$ cat config.mk
export PLATFORM = sky130hd
export DESIGN_NAME = sbfr_top
export DESIGN_NICKNAME = d
export VERILOG_FILES = /design/src/inc/sbfr_pkg.sv /design/src/inc/sbfr_shift_if.sv /design/src/sbfr_top.sv /design/src/sbfr_shifter.sv
export SDC_FILE = /design/constraint.sdc
export NUM_CORES = 1
export LEC_CHECK = 0
export ABC_AREA = 1
export BUFFER_PORTS_ARGS = -buffer_cell sky130_fd_sc_hd__buf_2
export CORE_ASPECT_RATIO = 1.75
export CORE_UTILIZATION = 61
export DETAILED_ROUTE_END_ITERATION = 12
export HOLD_SLACK_MARGIN = 0.06
export PLACE_DENSITY = 0.77
export SLEW_MARGIN = 20
export SYNTH_ARGS = -nofsm -noshare
export SYNTH_HDL_FRONTEND = slang
export SYNTH_HIERARCHICAL = 1
export SYNTH_SLANG_ARGS = --single-unit
$ cat constraint.sdc
create_clock -name I_MCLK -period 3.72 [get_ports I_MCLK]
set_input_delay 0.372 -clock I_MCLK [delete_from_list [all_inputs] [get_ports I_MCLK]]
set_output_delay 0.372 -clock I_MCLK [all_outputs]
set_load 0.05 [all_outputs]
$ cat src/inc/sbfr_pkg.sv
// Overview of operation
// - 0Ch: column, then 24 or 40 dummies
// - Data leaves on falling edge, MSB first
// - Buffer address steps after every byte but the last one in buffer mode
// - Chip select high ends command, output stops
// - Buffer mode starts at column, stops at end
// - Buffer mode: Hi-Z after the last byte
// - Sequential mode starts at byte zero
// - Sequential mode runs into the next page
// - 3Bh outputs two bits per clock
// - 3Ch is 4-byte form of dual output
// - 6Bh outputs four bits per clock
// - 6Ch is 4-byte form of quad output
// - Write-protect enable rejects 6Bh, 6Ch, EBh
// - BBh takes address and dummies on two lines
// - BCh is 4-byte form of dual I/O
// - EBh uses four lines for address and data
// - 0Bh: column, then 8 or 32 dummies
// - Data buffer holds 2176 bytes
package sbfr_pkg;
   // Opcodes
   localparam logic [7:0] SBFR_OP_FR = 8'h0b;
   localparam logic [7:0] SBFR_OP_FR4 = 8'h0c;
   localparam logic [7:0] SBFR_OP_DO = 8'h3b;
   localparam logic [7:0] SBFR_OP_DO4 = 8'h3c;
   localparam logic [7:0] SBFR_OP_QO = 8'h6b;
   localparam logic [7:0] SBFR_OP_QO4 = 8'h6c;
   localparam logic [7:0] SBFR_OP_DIO = 8'hbb;
   localparam logic [7:0] SBFR_OP_DIO4 = 8'hbc;
   localparam logic [7:0] SBFR_OP_QIO = 8'heb;
   // Lane counts
   localparam logic [2:0] SBFR_LANES_1 = 3'h1;
   localparam logic [2:0] SBFR_LANES_2 = 3'h2;
   localparam logic [2:0] SBFR_LANES_4 = 3'h4;
   // Column address clocks per lane count
   localparam logic [4:0] SBFR_ACLK_1 = 5'h10;
   localparam logic [4:0] SBFR_ACLK_2 = 5'h08;
   localparam logic [4:0] SBFR_ACLK_4 = 5'h04;
   localparam logic [2:0] SBFR_OPC_LAST = 3'h7;
   // Dummy clocks of the single-line address forms
   localparam logic [6:0] SBFR_DUM_BUF = 7'h08;
   localparam logic [6:0] SBFR_DUM_SEQ = 7'h20;
   localparam logic [6:0] SBFR_DUM4_BUF = 7'h18;
   localparam logic [6:0] SBFR_DUM4_SEQ = 7'h28;
   // Default dummy clocks of the multi-line address forms
   localparam logic [6:0] SBFR_DIO_DUM_BUF = 7'h04;
   localparam logic [6:0] SBFR_DIO_DUM_SEQ = 7'h10;
   localparam logic [6:0] SBFR_DIO4_DUM_BUF = 7'h0c;
   localparam logic [6:0] SBFR_DIO4_DUM_SEQ = 7'h14;
   localparam logic [6:0] SBFR_QIO_DUM_BUF = 7'h02;
   localparam logic [6:0] SBFR_QIO_DUM_SEQ = 7'h08;
   // Data buffer size in bytes
   localparam int SBFR_BUF_BYTES = 2176;
   localparam int SBFR_ADDR_SPAN = 4096;
   // Reset values
   localparam logic [11:0] SBFR_ADDR_RST = 12'h000;
   localparam logic [7:0] SBFR_BYTE_RST = 8'h00;
   typedef enum logic [5:0]
   {
      ST_IDLE = 6'h01,
      ST_OPC = 6'h02,
      ST_ADDR = 6'h04,
      ST_DUMMY = 6'h08,
      ST_DATA = 6'h10,
      ST_IGNORE = 6'h20
   } sbfr_state_t;
endpackage : sbfr_pkg

$ cat src/inc/sbfr_shift_if.sv
interface sbfr_shift_if;
   logic fall;
   logic load;
   logic hiz;
   logic stop;
   logic [7:0] byte_in;
   logic [2:0] lanes;
   logic [3:0] io_out;
   logic [3:0] io_oe;
   modport ctl (output fall, load, hiz, stop, byte_in, lanes, input io_out, io_oe);
   modport shf (input fall, load, hiz, stop, byte_in, lanes, output io_out, io_oe);
endinterface : sbfr_shift_if

$ cat src/sbfr_top.sv
module sbfr_top
   import sbfr_pkg::*;
#(
   parameter int P_BUF_BYTES = SBFR_BUF_BYTES,
   parameter logic [6:0] P_DIO_DUM_BUF = SBFR_DIO_DUM_BUF,
   parameter logic [6:0] P_DIO_DUM_SEQ = SBFR_DIO_DUM_SEQ,
   parameter logic [6:0] P_DIO4_DUM_BUF = SBFR_DIO4_DUM_BUF,
   parameter logic [6:0] P_DIO4_DUM_SEQ = SBFR_DIO4_DUM_SEQ,
   parameter logic [6:0] P_QIO_DUM_BUF = SBFR_QIO_DUM_BUF,
   parameter logic [6:0] P_QIO_DUM_SEQ = SBFR_QIO_DUM_SEQ
)
(
   // Clock and reset
   input wire logic I_MCLK,
   input wire logic I_RST,
   // Serial link pins
   input wire logic I_CS_N,
   input wire logic I_SCLK,
   input wire logic [3:0] I_IO,
   output logic [3:0] O_IO,
   output logic [3:0] O_IO_OE,
   // Mode bits from the status logic
   input wire logic I_BUF_MODE,
   input wire logic I_WP_EN,
   // Data buffer read port
   output logic O_BUF_RD,
   output logic [11:0] O_BUF_ADDR,
   input wire logic [7:0] I_BUF_DATA,
   output logic O_PAGE_NEXT,
   // Command status
   output logic O_ACTIVE,
   output logic O_REJECT
);
   // Dummy counts of zero would wrap the counter and give 128 dummy clocks
   if (P_BUF_BYTES < 1 || P_BUF_BYTES > SBFR_ADDR_SPAN)
   begin : g_bad_size
      $error("Buffer size does not fit the 12-bit address");
   end
   if (P_DIO_DUM_BUF == 7'h0 || P_DIO_DUM_SEQ == 7'h0 || P_DIO4_DUM_BUF == 7'h0 ||
       P_DIO4_DUM_SEQ == 7'h0 || P_QIO_DUM_BUF == 7'h0 || P_QIO_DUM_SEQ == 7'h0)
   begin : g_bad_dummy
      $error("Dummy clock counts must be at least one");
   end

   logic sclk_s1, sclk_s2, sclk_d;
   logic cs_s1, cs_s2;
   logic [3:0] io_s1, io_s2;
   sbfr_state_t state;
   logic [7:0] opc;
   logic [6:0] cnt;
   logic [15:0] col;
   logic mode_buf;
   logic [2:0] alanes;
   logic [2:0] dlanes;
   logic [4:0] aclks;
   logic [6:0] dums;
   logic [11:0] addr;
   logic end_flag;
   logic [2:0] bcnt;
   logic rd_q;
   logic [7:0] nbyte;

   sbfr_shift_if sh_if ();

   // Link clock sampled by the system clock, so it must stay well below half its rate
   always_ff @(posedge I_MCLK or posedge I_RST)
   begin
      if (I_RST)
      begin
         sclk_s1 <= 1'b0;
         sclk_s2 <= 1'b0;
         sclk_d <= 1'b0;
         cs_s1 <= 1'b1;
         cs_s2 <= 1'b1;
         io_s1 <= 4'h0;
         io_s2 <= 4'h0;
      end
      else
      begin
         sclk_s1 <= I_SCLK;
         sclk_s2 <= sclk_s1;
         sclk_d <= sclk_s2;
         cs_s1 <= I_CS_N;
         cs_s2 <= cs_s1;
         io_s1 <= I_IO;
         io_s2 <= io_s1;
      end
   end

   wire rise = ~cs_s2 & sclk_s2 & ~sclk_d;
   wire fall = ~cs_s2 & ~sclk_s2 & sclk_d;
   wire [7:0] next_opc = {opc[6:0], io_s2[0]};
   wire [6:0] cnt_next = cnt + 7'h1;

   // Opcode decode
   wire op_fr = (next_opc == SBFR_OP_FR);
   wire op_fr4 = (next_opc == SBFR_OP_FR4);
   wire op_do = (next_opc == SBFR_OP_DO);
   wire op_do4 = (next_opc == SBFR_OP_DO4);
   wire op_qo = (next_opc == SBFR_OP_QO);
   wire op_qo4 = (next_opc == SBFR_OP_QO4);
   wire op_dio = (next_opc == SBFR_OP_DIO);
   wire op_dio4 = (next_opc == SBFR_OP_DIO4);
   wire op_qio = (next_opc == SBFR_OP_QIO);
   wire dec_known = op_fr | op_fr4 | op_do | op_do4 | op_qo | op_qo4 | op_dio | op_dio4 | op_qio;
   wire dec_quad = op_qo | op_qo4 | op_qio;
   wire dec_reject = ~dec_known | (dec_quad & I_WP_EN);
   wire [2:0] dec_alanes = (op_dio | op_dio4) ? SBFR_LANES_2 :
                           op_qio ? SBFR_LANES_4 : SBFR_LANES_1;
   wire [2:0] dec_dlanes = (op_do | op_do4 | op_dio | op_dio4) ? SBFR_LANES_2 :
                           dec_quad ? SBFR_LANES_4 : SBFR_LANES_1;
   wire [4:0] dec_aclks = (dec_alanes == SBFR_LANES_4) ? SBFR_ACLK_4 :
                          (dec_alanes == SBFR_LANES_2) ? SBFR_ACLK_2 : SBFR_ACLK_1;
   wire [6:0] dec_dum_buf = (op_fr | op_do | op_qo) ? SBFR_DUM_BUF :
                            (op_fr4 | op_do4 | op_qo4) ? SBFR_DUM4_BUF :
                            op_dio ? P_DIO_DUM_BUF :
                            op_dio4 ? P_DIO4_DUM_BUF : P_QIO_DUM_BUF;
   wire [6:0] dec_dum_seq = (op_fr | op_do | op_qo) ? SBFR_DUM_SEQ :
                            (op_fr4 | op_do4 | op_qo4) ? SBFR_DUM4_SEQ :
                            op_dio ? P_DIO_DUM_SEQ :
                            op_dio4 ? P_DIO4_DUM_SEQ : P_QIO_DUM_SEQ;
   wire [6:0] dec_dums = I_BUF_MODE ? dec_dum_buf : dec_dum_seq;

   // Column bits arrive on as many lines as the address phase uses
   wire [15:0] next_col = (alanes == SBFR_LANES_4) ? {col[11:0], io_s2} :
                          (alanes == SBFR_LANES_2) ? {col[13:0], io_s2[1:0]} :
                          {col[14:0], io_s2[0]};
   wire addr_done = (cnt_next == {2'b00, aclks});
   wire dum_done = (cnt_next == dums);
   wire go_data = rise & (state == ST_DUMMY) & dum_done;

   // Command decoder; chip select high returns it to idle from any state
   always_ff @(posedge I_MCLK or posedge I_RST)
   begin
      if (I_RST)
      begin
         state <= ST_IDLE;
         opc <= 8'h00;
         cnt <= 7'h00;
         col <= 16'h0000;
         mode_buf <= 1'b0;
         alanes <= SBFR_LANES_1;
         dlanes <= SBFR_LANES_1;
         aclks <= SBFR_ACLK_1;
         dums <= SBFR_DUM_BUF;
         O_REJECT <= 1'b0;
         O_ACTIVE <= 1'b0;
      end
      else if (cs_s2)
      begin
         state <= ST_IDLE;
         cnt <= 7'h00;
         O_REJECT <= 1'b0;
         O_ACTIVE <= 1'b0;
      end
      else
      begin
         O_REJECT <= 1'b0;
         O_ACTIVE <= 1'b1;
         case (state)
            ST_IDLE:
            begin
               state <= ST_OPC;
               cnt <= 7'h00;
            end
            ST_OPC:
            begin
               if (rise)
               begin
                  opc <= next_opc;
                  cnt <= cnt_next;
                  if (cnt[2:0] == SBFR_OPC_LAST)
                  begin
                     cnt <= 7'h00;
                     mode_buf <= I_BUF_MODE;
                     alanes <= dec_alanes;
                     dlanes <= dec_dlanes;
                     aclks <= dec_aclks;
                     dums <= dec_dums;
                     state <= dec_reject ? ST_IGNORE : ST_ADDR;
                     O_REJECT <= dec_reject;
                  end
               end
            end
            ST_ADDR:
            begin
               if (rise)
               begin
                  col <= next_col;
                  cnt <= addr_done ? 7'h00 : cnt_next;
                  if (addr_done)
                  begin
                     state <= ST_DUMMY;
                  end
               end
            end
            ST_DUMMY:
            begin
               if (rise)
               begin
                  cnt <= cnt_next;
                  if (dum_done)
                  begin
                     state <= ST_DATA;
                  end
               end
            end
            ST_DATA, ST_IGNORE:
            begin
               state <= state;
            end
            default:
            begin
               state <= ST_IDLE;
            end
         endcase
      end
   end

   // Data phase selection
   wire in_data = (state == ST_DATA);
   wire at_boundary = in_data & fall & (bcnt == 3'h0);
   wire load_now = at_boundary & ~end_flag;
   wire hiz_now = at_boundary & end_flag;
   wire shift_now = in_data & fall & (bcnt != 3'h0);
   wire at_last = (addr == 12'(P_BUF_BYTES - 1));
   wire [11:0] addr_inc = addr + 12'h001;
   wire [11:0] start_addr = mode_buf ? col[11:0] : SBFR_ADDR_RST;
   wire start_past = mode_buf & (col >= 16'(P_BUF_BYTES));

   // Address walk and prefetch; the next byte is fetched while the current one shifts
   always_ff @(posedge I_MCLK or posedge I_RST)
   begin
      if (I_RST)
      begin
         addr <= SBFR_ADDR_RST;
         end_flag <= 1'b0;
         bcnt <= 3'h0;
         O_BUF_RD <= 1'b0;
         O_BUF_ADDR <= SBFR_ADDR_RST;
         O_PAGE_NEXT <= 1'b0;
      end
      else if (cs_s2)
      begin
         end_flag <= 1'b0;
         bcnt <= 3'h0;
         O_BUF_RD <= 1'b0;
         O_PAGE_NEXT <= 1'b0;
      end
      else
      begin
         O_BUF_RD <= 1'b0;
         O_PAGE_NEXT <= 1'b0;
         if (go_data)
         begin
            addr <= start_addr;
            end_flag <= start_past;
            O_BUF_RD <= ~start_past;
            O_BUF_ADDR <= start_addr;
            bcnt <= 3'h0;
         end
         else if (load_now)
         begin
            bcnt <= dlanes;
            if (at_last && mode_buf)
            begin
               end_flag <= 1'b1;
            end
            else if (at_last)
            begin
               addr <= SBFR_ADDR_RST;
               O_BUF_RD <= 1'b1;
               O_BUF_ADDR <= SBFR_ADDR_RST;
               O_PAGE_NEXT <= 1'b1;
            end
            else
            begin
               addr <= addr_inc;
               O_BUF_RD <= 1'b1;
               O_BUF_ADDR <= addr_inc;
            end
         end
         else if (shift_now)
         begin
            bcnt <= bcnt + dlanes;
         end
      end
   end

   always_ff @(posedge I_MCLK or posedge I_RST)
   begin
      if (I_RST)
      begin
         rd_q <= 1'b0;
         nbyte <= SBFR_BYTE_RST;
      end
      else
      begin
         rd_q <= O_BUF_RD;
         if (rd_q)
         begin
            nbyte <= I_BUF_DATA;
         end
      end
   end

   assign sh_if.fall = shift_now;
   assign sh_if.load = load_now;
   assign sh_if.hiz = hiz_now;
   assign sh_if.stop = cs_s2;
   assign sh_if.byte_in = nbyte;
   assign sh_if.lanes = dlanes;

   sbfr_shifter u_shifter
   (
      .clk (I_MCLK),
      .rst (I_RST),
      .sh (sh_if.shf)
   );

   assign O_IO = sh_if.io_out;
   assign O_IO_OE = sh_if.io_oe;

   chk_cs_high_hiz:
   assert property (@(posedge I_MCLK) disable iff (I_RST) cs_s2 |=> (O_IO_OE == 4'h0))
      else $error("Output still driven after chip select high");

   chk_opc_rise_only:
   assert property (@(posedge I_MCLK) disable iff (I_RST) (state == ST_OPC && !rise) |=> $stable(opc))
      else $error("Opcode changed without a rising link clock");

   chk_single_msb_first:
   assert property (@(posedge I_MCLK) disable iff (I_RST)
      (load_now && dlanes == SBFR_LANES_1) |=> (O_IO[1] == $past(nbyte[7]) && O_IO_OE == 4'h2))
      else $error("Single line byte did not start with its top bit");

   chk_dual_lanes:
   assert property (@(posedge I_MCLK) disable iff (I_RST)
      (load_now && dlanes == SBFR_LANES_2) |=> (O_IO[1:0] == $past(nbyte[7:6]) && O_IO_OE == 4'h3))
      else $error("Dual output lanes wrong");

   chk_quad_lanes:
   assert property (@(posedge I_MCLK) disable iff (I_RST)
      (load_now && dlanes == SBFR_LANES_4) |=> (O_IO == $past(nbyte[7:4]) && O_IO_OE == 4'hf))
      else $error("Quad output lanes wrong");

   chk_addr_step:
   assert property (@(posedge I_MCLK) disable iff (I_RST)
      (load_now && !at_last) |=> (addr == $past(addr_inc) && O_BUF_RD && O_BUF_ADDR == addr))
      else $error("Buffer address did not advance after a byte");

   chk_end_hiz:
   assert property (@(posedge I_MCLK) disable iff (I_RST) hiz_now |=> (O_IO_OE == 4'h0) [*4])
      else $error("Output not released after the last buffer byte");

   chk_buf_start_col:
   assert property (@(posedge I_MCLK) disable iff (I_RST)
      (go_data && mode_buf) |=> (addr == $past(col[11:0]) && end_flag == $past(start_past)))
      else $error("Buffer mode did not start at the column");

   chk_seq_start_zero:
   assert property (@(posedge I_MCLK) disable iff (I_RST)
      (go_data && !mode_buf) |=> (addr == 12'h000 && O_BUF_RD))
      else $error("Sequential mode did not start at byte zero");

   chk_seq_page_wrap:
   assert property (@(posedge I_MCLK) disable iff (I_RST)
      (load_now && at_last && !mode_buf) |=> (addr == 12'h000 && O_PAGE_NEXT && !end_flag))
      else $error("Sequential mode did not run into the next page");

   chk_wp_reject:
   assert property (@(posedge I_MCLK) disable iff (I_RST)
      (state == ST_OPC && rise && cnt[2:0] == SBFR_OPC_LAST && dec_quad && I_WP_EN && !cs_s2)
      |=> (state == ST_IGNORE && O_REJECT) ##1 (O_IO_OE == 4'h0))
      else $error("Quad read accepted under write protection");
endmodule : sbfr_top

$ cat src/sbfr_shifter.sv
module sbfr_shifter
   import sbfr_pkg::*;
(
   // Clock and reset
   input wire logic clk,
   input wire logic rst,
   // Control from the decoder
   sbfr_shift_if.shf sh
);
   logic [7:0] sh_reg;
   wire [7:0] src;
   wire [7:0] next_sh;
   wire [3:0] next_out;
   wire [3:0] next_oe;

   assign src = sh.load ? sh.byte_in : sh_reg;
   assign next_sh = src << sh.lanes;
   // Single line data leaves on io_line_1, dual mode uses lines 1 and 0, quad mode all four lines
   assign next_out = (sh.lanes == SBFR_LANES_4) ? src[7:4] :
                     (sh.lanes == SBFR_LANES_2) ? {2'b00, src[7:6]} : {2'b00, src[7], 1'b0};
   assign next_oe = (sh.lanes == SBFR_LANES_4) ? 4'hf :
                    (sh.lanes == SBFR_LANES_2) ? 4'h3 : 4'h2;

   always_ff @(posedge clk or posedge rst)
   begin
      if (rst)
      begin
         sh_reg <= SBFR_BYTE_RST;
         sh.io_out <= 4'h0;
         sh.io_oe <= 4'h0;
      end
      else if (sh.stop || sh.hiz)
      begin
         sh.io_oe <= 4'h0;
      end
      else if (sh.load || sh.fall)
      begin
         sh_reg <= next_sh;
         sh.io_out <= next_out;
         sh.io_oe <= next_oe;
      end
   end
endmodule : sbfr_shifter

==> results.md, run 1 <==
* GP Congestion at 0.896
* Final instance area at ~0.0065 mm^2
* Placed Area at between 0.006 and 0.007 mm^2
* RSZ-0062 raised after global routing: no
* Syn avg cell area at about 7.4 um^2
* Diodes inserted at 0
* Cells after DPL at approximately 950
* Crit-path cells: ha_1 > ha_1 > inv_1 > nand2_1 > nand3_1 > nor2_1 > nand3_2 > nor2_4 > nand3_4 > nand2_4 > inv_2 > nand2_1 > nand2_1
* CP Class: flip-flop to flip-flop
* Share of cells above drive strength 1 at 0.122
* Clock latency on the worst-skew pair at approximately 0.35 ns
* Setup slack, reg-to-reg at 1.05 ns
* Core outline area at roughly 0.0095 mm^2
* Detail Route Antenna Nets at 0
* I/O pins at 42
* Number of synthesized flops with an enable pin at 0
* Primary FF master, synth: dfrtp_1
* Worst slack, placed at between 1 and 1.5 ns
* # setup viols final at 0
* Hold Path Class: input port to asynchronous set/reset pin
* R2r endpoint: addr[1]$_DFFE_PP0P_
* Root buf cell: clkbuf_16
* Die ar. at slightly above 0.01 mm^2
* Crit path DAT at a little under 3 ns
* Port bufs at 41
* Worst path bufs/invs at 2
* Largest net degree at the start of global routing at 46
* Pwr Density at 355 mW/mm^2
* Post-DP HPWL at 10500 um
* Worst path depth at 13
* Row count at between 40 and 50
* All-Layer GR Usage at 0.285
* Slew Limit Fails at 0
* CTS Buf Count at 9
* Slew HR at 0.359
* Antenna violations before repair at 0
* TritonRoute pass-1 iters at 6
* Crit-path slowest cell: dfrtp_1
* Final worst setup slack at between 1 and 1.5 ns
* Most frequent cells in the layout: nand2_1, dfrtp_1, nand3_1
* Clock Sink Count at between 100 and 150
* Iter 0 DRT Violations at approximately 310
* Initial core utilization at 0.629
* Fmax at between 0.3 and 0.4 GHz
* Commonest non-fill, non-tap cell in the layout: nand2_1
* Fin crit period at 2.67 ns
* PostCTS Resize Cnt at 0
* Clock transition at path regs at approximately 0.080 ns
* Leak at ~3.4 nW
* Via Count at roughly 5400
* Status: finished clean
* Max-cap violations at 0
* Overall die height at approximately 130 um
* Largest register FFs at 16
* Worst path required time at slightly below 4 ns
* WL final at ~14000 um
* Most flops, register: col
* Unique masters post-synth at 43
* Top flop regs: col x16, addr x12
* First-pass GRT wire length at between 20000 and 25000 um
* Peak VDD IR at between 0.3 and 0.4 mV
* WL per Instance at ~14 um
* Setup bufs post-CTS at 0
* Synthesized net count at 838
* Largest stage delay on the critical path at approximately 0.43 ns
* DRC at 0
* Clock skew at 0.00922 ns
* Hold-fix buffers, CTS at 0
* Post-synth ARST share at 1.00
* Syn Inst Count at about 820
* CP Launch Type: flip-flop
* Slew @ Worst Pin at 0.959 ns
* Post-Syn Area at 0.00599 mm^2
* H-Tree Depth at 3
* Synthesis Warnings at 6
* CTS tree: built
* Final hold vios at 0
* Post-synthesis register bit count at roughly 110
* Vias in the first global route at 5304
* Reg-to-Reg Start: cnt[0]$_DFFE_PP0P_
* CTS Buffer Depth at 2
* Nets@finish at a little under 900
* CP delay by family, top: simple AND/OR/NAND/NOR gates
* Seq/Total Area, Yosys at 0.444
* Setup TNS at 0 ns
* Finished Layout Cells at around 970
* Worst Setup End Kind: flip-flop
* R2R depth at 13
* Util after Layout at 0.685
* Max FO, Critical Path at 16
* Most common cell on crit path: nand2_1
* Via/cell ratio at between 5 and 6
* Area added between synthesis and finish at 8.81%
* Grt ovf at 0
* Final Cycle Share at 0.717
* Die Wd at 76.9 um
## area by class of cell
class                      instances  area (um^2)
fill                             819         3010
multi-input combinational        587         2830
clock inverter                     6         58.8
inverter                          94          354
tap                              122          153
clock buffer                      10          239
timing repair buffer              44          228
sequential                       106         2660
## stage by stage
stage	total power [mW]	hold slack (ns)
floorplan	1.34	0.273
global placement	1.39	0.337
detailed placement	1.39	0.337
CTS	2.33	0.0972
global route	2.40	0.114
finish	2.32	0.0917
## how the worst max path moves through the flow
stage                        from                            endpoint  slack, ns
2_1_floorplan               I_RST                  O_ACTIVE$_DFF_PP0_       0.99
3_5_place_dp   cnt[0]$_DFFE_PP0P_                 addr[1]$_DFFE_PP0P_       1.08
3_3_place_gp      cs_s2$_DFF_PP1_  u_shifter/sh.io_out[1]$_DFFE_PP0P_       1.11
5_1_grt           cs_s2$_DFF_PP1_  u_shifter/sh.io_out[1]$_DFFE_PP0P_       0.79
4_1_cts        cnt[0]$_DFFE_PP0P_                 addr[1]$_DFFE_PP0P_       1.07
6_report       cnt[0]$_DFFE_PP0P_                 addr[1]$_DFFE_PP0P_       1.05
## power by group
part / switching, mW / internal, mW
Clock: 0.455 / 0.489
Sequential: 0.0250 / 1.18
Combinational: 0.117 / 0.0449
## cell families (layout without fill, tap and decap cells)
logic type,Yosys count,after routing,synth area share
and+or+nand+nor,471,471,0.345
buffers and inverters,122,154,0.0841
DFF,106,106,0.444
AOI/OAI and AO/OA,96,96,0.0900
muxes,8,8,0.0150
xor gates and xnor gates,7,7,0.0102
adders and majority gates,5,5,0.0117
## synth_stat cells (2+ instances only)
cell type  instances  area (um^2)
o211ai_1           3         22.5
nand3_1           92          460
o21ai_0           49          245
nor3_1             7         35.0
nand4_1           26          163
buf_6              4         45.0
o221ai_1           2         17.5
inv_1             85          319
a31oi_1            5         31.3
nor4_1             2         12.5
nor2_1            49          184
o31ai_2            2         25.0
xor2_1             6         52.6
buf_2              7         35.0
nand3b_1           5         37.5
nand2_4            2         22.5
dfstp_2            6          158
ha_1               4         50.1
nor2_4             2         22.5
mux2_2             8         90.1
clkbuf_1          15         56.3
inv_2              9         33.8
buf_4              2         15.0
o21ai_1            3         15.0
nor2_2             5         31.3
nand2_2            2         12.5
a21oi_1           25          125
nand2_1          274         1030
dfrtp_1          100         2500
## layer usage
metal	up-vias	track usage	wire [um]
met5	-	0	0
li1	2707	-	-
met3	31	0.0349	435
met2	126	0.527	7540
met4	0	0.121	374
met1	2584	0.324	5380
(Power assumes the default switching activity.)
==> inputs of run 2 (changes only) <==
--- a/config.mk
+++ b/config.mk
@@ -5,13 +5,13 @@
 export SDC_FILE = /design/constraint.sdc
 export NUM_CORES = 1
 export LEC_CHECK = 0
-export ABC_AREA = 1
+export ABC_AREA = 0
 export BUFFER_PORTS_ARGS = -buffer_cell sky130_fd_sc_hd__buf_2
 export CORE_ASPECT_RATIO = 1.75
-export CORE_UTILIZATION = 61
+export CORE_UTILIZATION = 55
 export DETAILED_ROUTE_END_ITERATION = 12
 export HOLD_SLACK_MARGIN = 0.06
-export PLACE_DENSITY = 0.77
+export PLACE_DENSITY = 0.74
 export SLEW_MARGIN = 20
 export SYNTH_ARGS = -nofsm -noshare
 export SYNTH_HDL_FRONTEND = slang
==> constraint.sdc (replaced) <==
create_clock -name I_MCLK -period 2.3 [get_ports I_MCLK]
set_input_delay 0.23 -clock I_MCLK [delete_from_list [all_inputs] [get_ports I_MCLK]]
set_output_delay 0.23 -clock I_MCLK [all_outputs]
set_load 0.05 [all_outputs]
==> results.md, run 2 <==
* Tot Pwr at around 3.7 mW
* Most flops, register: col
* Largest area contributor in the netlist: dfrtp_1
* CP Launch Type: flip-flop
* Overall die height at 140 um
* Hold Path Class: input port to flip-flop
* Post-DP HPWL at about 11000 um
* DRC at 0
* Commonest non-fill, non-tap cell in the layout: dfrtp_1
* Syn avg cell area at 10.3 um^2
* Synth top area share at 0.419
* Clock Sink Count at 106
* R2R depth at 7
* Hold path depth at 2
* Clock latency on the worst-skew pair at ~0.36 ns
* Share of cells above drive strength 1 at 0.271
* CTS tree: built
* Sw power at about 950 uW
* Clock transition at path regs at 0.08 ns
* Crit-path cells: nor4bb_4 > nand4_1 > nor2_4 > buf_12 > mux4_2 > o2111ai_1 > o311ai_1
* R2r endpoint: u_shifter/sh_reg[6]$_DFFE_PP0P_
* WL final at approximately 14000 um
* All-Layer GR Usage at 0.274
* Nets@finish at slightly below 700
* Finished Layout Cells at 788
* Post-Syn Area at 0.00597 mm^2
* Crit path DAT at about 2.5 ns
* Fmax at 0.448 GHz
* Clock Power Share at 0.398
* Port bufs at 41
* Via Count at 4859
* Setup TNS at 0 ns
* Synthesized net count at roughly 600
* Max-cap violations at 0
* Reg-to-Reg Start: state[5]$_DFFE_PP0P_
* Final worst setup slack at between 0.06 and 0.07 ns
* Gate power share at 0.085
* Top flop regs: col x16, addr x12
* Post-synth top cells: dfrtp_1, nand2_1, nor2_1
* Iter 0 DRT Violations at a little under 300
* Slew Limit Fails at 0
* Die Wd at about 81 um
* Clock skew at just under 0.01 ns
* Power Internal at approximately 2.8 mW
* Status: finished clean
* Largest stage delay on the critical path at about 0.51 ns
* Worst min-delay path startpoint: I_BUF_DATA[0]
* CP delay by family, top: simple AND/OR/NAND/NOR gates
* Setup slack, reg-to-reg at between 0.06 and 0.07 ns
* Worst path required time at 2.52 ns
* Hold worst-path end: nbyte[0]$_DFFE_PP0P_
* Slew HR at 0.593
* Pwr Density at approximately 530 mW/mm^2
* Worst Setup End Kind: flip-flop
* Peak VDD IR at ~0.50 mV
* Cells after DPL at 764
* Root buf cell: clkbuf_16
* Grt ovf at 0
* Post-synth ARST share at 1.00
* Row count at 50
* Final Cycle Share at 0.971
* Antenna violations before repair at 0
* Crit-path slowest cell: mux4_2
* Reg power frac at 0.517
* Die ar. at around 0.011 mm^2
* Slew @ Worst Pin at around 0.6 ns
* Worst path bufs/invs at 1
* Detail Route Antenna Nets at 0
* Fin Hold WS at slightly below 0.1 ns
* CTS Buf Count at 9
* Unique masters post-synth at 88
* Most common cell in the netlist: dfrtp_1
* Post-synthesis register bit count at approximately 110
* Fin crit period at 2.23 ns
* H-Tree Depth at 3
* CP Class: flip-flop to flip-flop
* TritonRoute pass-1 iters at 5
* Sw Ratio at 0.253
* Core outline area at ~0.011 mm^2
* Diodes inserted at 0
* Max FO, Critical Path at 13
* Via/cell ratio at ~6.2
* Synthesis Warnings at 6
* WL per Instance at approximately 18 um
* Vias in the first global route at 4955
* Syn Inst Count at just under 600
* First-pass GRT wire length at around 24000 um
* Number of synthesized flops with an enable pin at 0
* Initial core utilization at 0.562
* Primary FF master, synth: dfrtp_1
* # setup viols final at 0
* Leak at between 3 and 4 nW
* Largest net degree at the start of global routing at between 40 and 50
* Final hold vios at 0
* I/O pins at 42
* Largest register FFs at 16
* Worst slack, placed at -0.0288 ns
* Seq/Total Area, Yosys at 0.445
* Area contributors post-synth: dfrtp_1, mux2_2, nand2_1, mux2i_1, dfstp_2
* GP Congestion at ~0.90
* Most frequent cells in the layout: dfrtp_1, nand2_1, buf_4
* Area added between synthesis and finish at 17.1%
* CTS Buffer Depth at 2
[run 2: cell count changes after synthesis, moves of 14 or more]
cell	change
nand2_1	-207
inv_1	-74
nand3_1	-67
o21ai_0	-37
mux2i_1	+22
nor2_1	-20
nand4_1	-19
o21ai_1	+18
o22ai_1	+16
mux2_2	+15
o22a_1	+14
[run 2: what timing repair did]
action | in CTS | in global routing
hold endpoints to repair | 40 | 0
hold buffers | 7 | 0
pin swaps | 0 | 5
endpoints found under the setup margin | 5 | 25
resized for setup | 2 | 14
setup buffers | 0 | 1
[run 2: through the flow]
stage | area [um^2] | utilization
2_1_floorplan | 6010 | -
3_3_place_gp | 6550 | 0.616
3_5_place_dp | 6550 | 0.616
4_1_cts | 6910 | 0.650
5_1_grt | 7000 | 0.658
6_report | 7000 | 0.658
[run 2: logic make-up after synthesis]
family                     synth area share
muxes                                 0.122
AOI/OAI and AO/OA                     0.155
buffers and inverters                0.0433
and+or+nand+nor                       0.182
DFF                                   0.445
xor gates and xnor gates             0.0402
adders and majority gates            0.0117
[run 2: power by group through the flow]
| stage | clock (mW) | sequential (mW) | combinational (mW) |
|---|---|---|---|
| final | 1.49 | 1.93 | 0.319 |
| after floorplan | 0 | 1.97 | 0.189 |
| after CTS | 1.52 | 1.93 | 0.312 |
| after global placement | 0 | 1.97 | 0.294 |
| after global routing | 1.60 | 1.94 | 0.353 |
| after detailed placement | 0 | 1.97 | 0.302 |
[run 2: worst register-to-register path: stages (launching register included)]
cell and delay, ns:
dfrtp_1 0.41, nor4bb_4 0.31, nand4_1 0.21, nor2_4 0.16, buf_12 0.16, mux4_2 0.52
o2111ai_1 0.21, o311ai_1 0.13
[run 2: worst max-delay path by stage]
stage	start	endpoint	slack, ns	cells past startpoint
after floorplan	state[5]$_DFFE_PP0P_	u_shifter/sh_reg[6]$_DFFE_PP0P_	-0.06	8
after global placement	cnt[0]$_DFFE_PP0P_	state[2]$_DFFE_PP0P_	0.06	8
after detailed placement	cnt[0]$_DFFE_PP0P_	addr[10]$_DFFE_PP0P_	-0.03	9
after CTS	cnt[0]$_DFFE_PP0P_	addr[10]$_DFFE_PP0P_	0.02	9
after global routing	cnt[0]$_DFFE_PP0P_	state[3]$_DFFE_PP0P_	-0.0007	9
final	state[5]$_DFFE_PP0P_	u_shifter/sh_reg[6]$_DFFE_PP0P_	0.07	7
[run 2: final cells by class]
class                   instances  area, um^2
clock buffers                  11         233
clock inverters                 5        42.5
fillers                       835        3640
inverters                      11        45.0
multi-input cells             427        3160
flip-flops and latches        106        2660
well taps                     130         163
repair buffers                 98         692
[run 2: per-layer routing]
layer,share of wire,track usage,vias up
met4,0.038,0.133,0
met5,0,0,-
met3,0.026,0.0354,46
met1,0.36,0.286,2394
li1,-,-,2280
met2,0.57,0.516,139
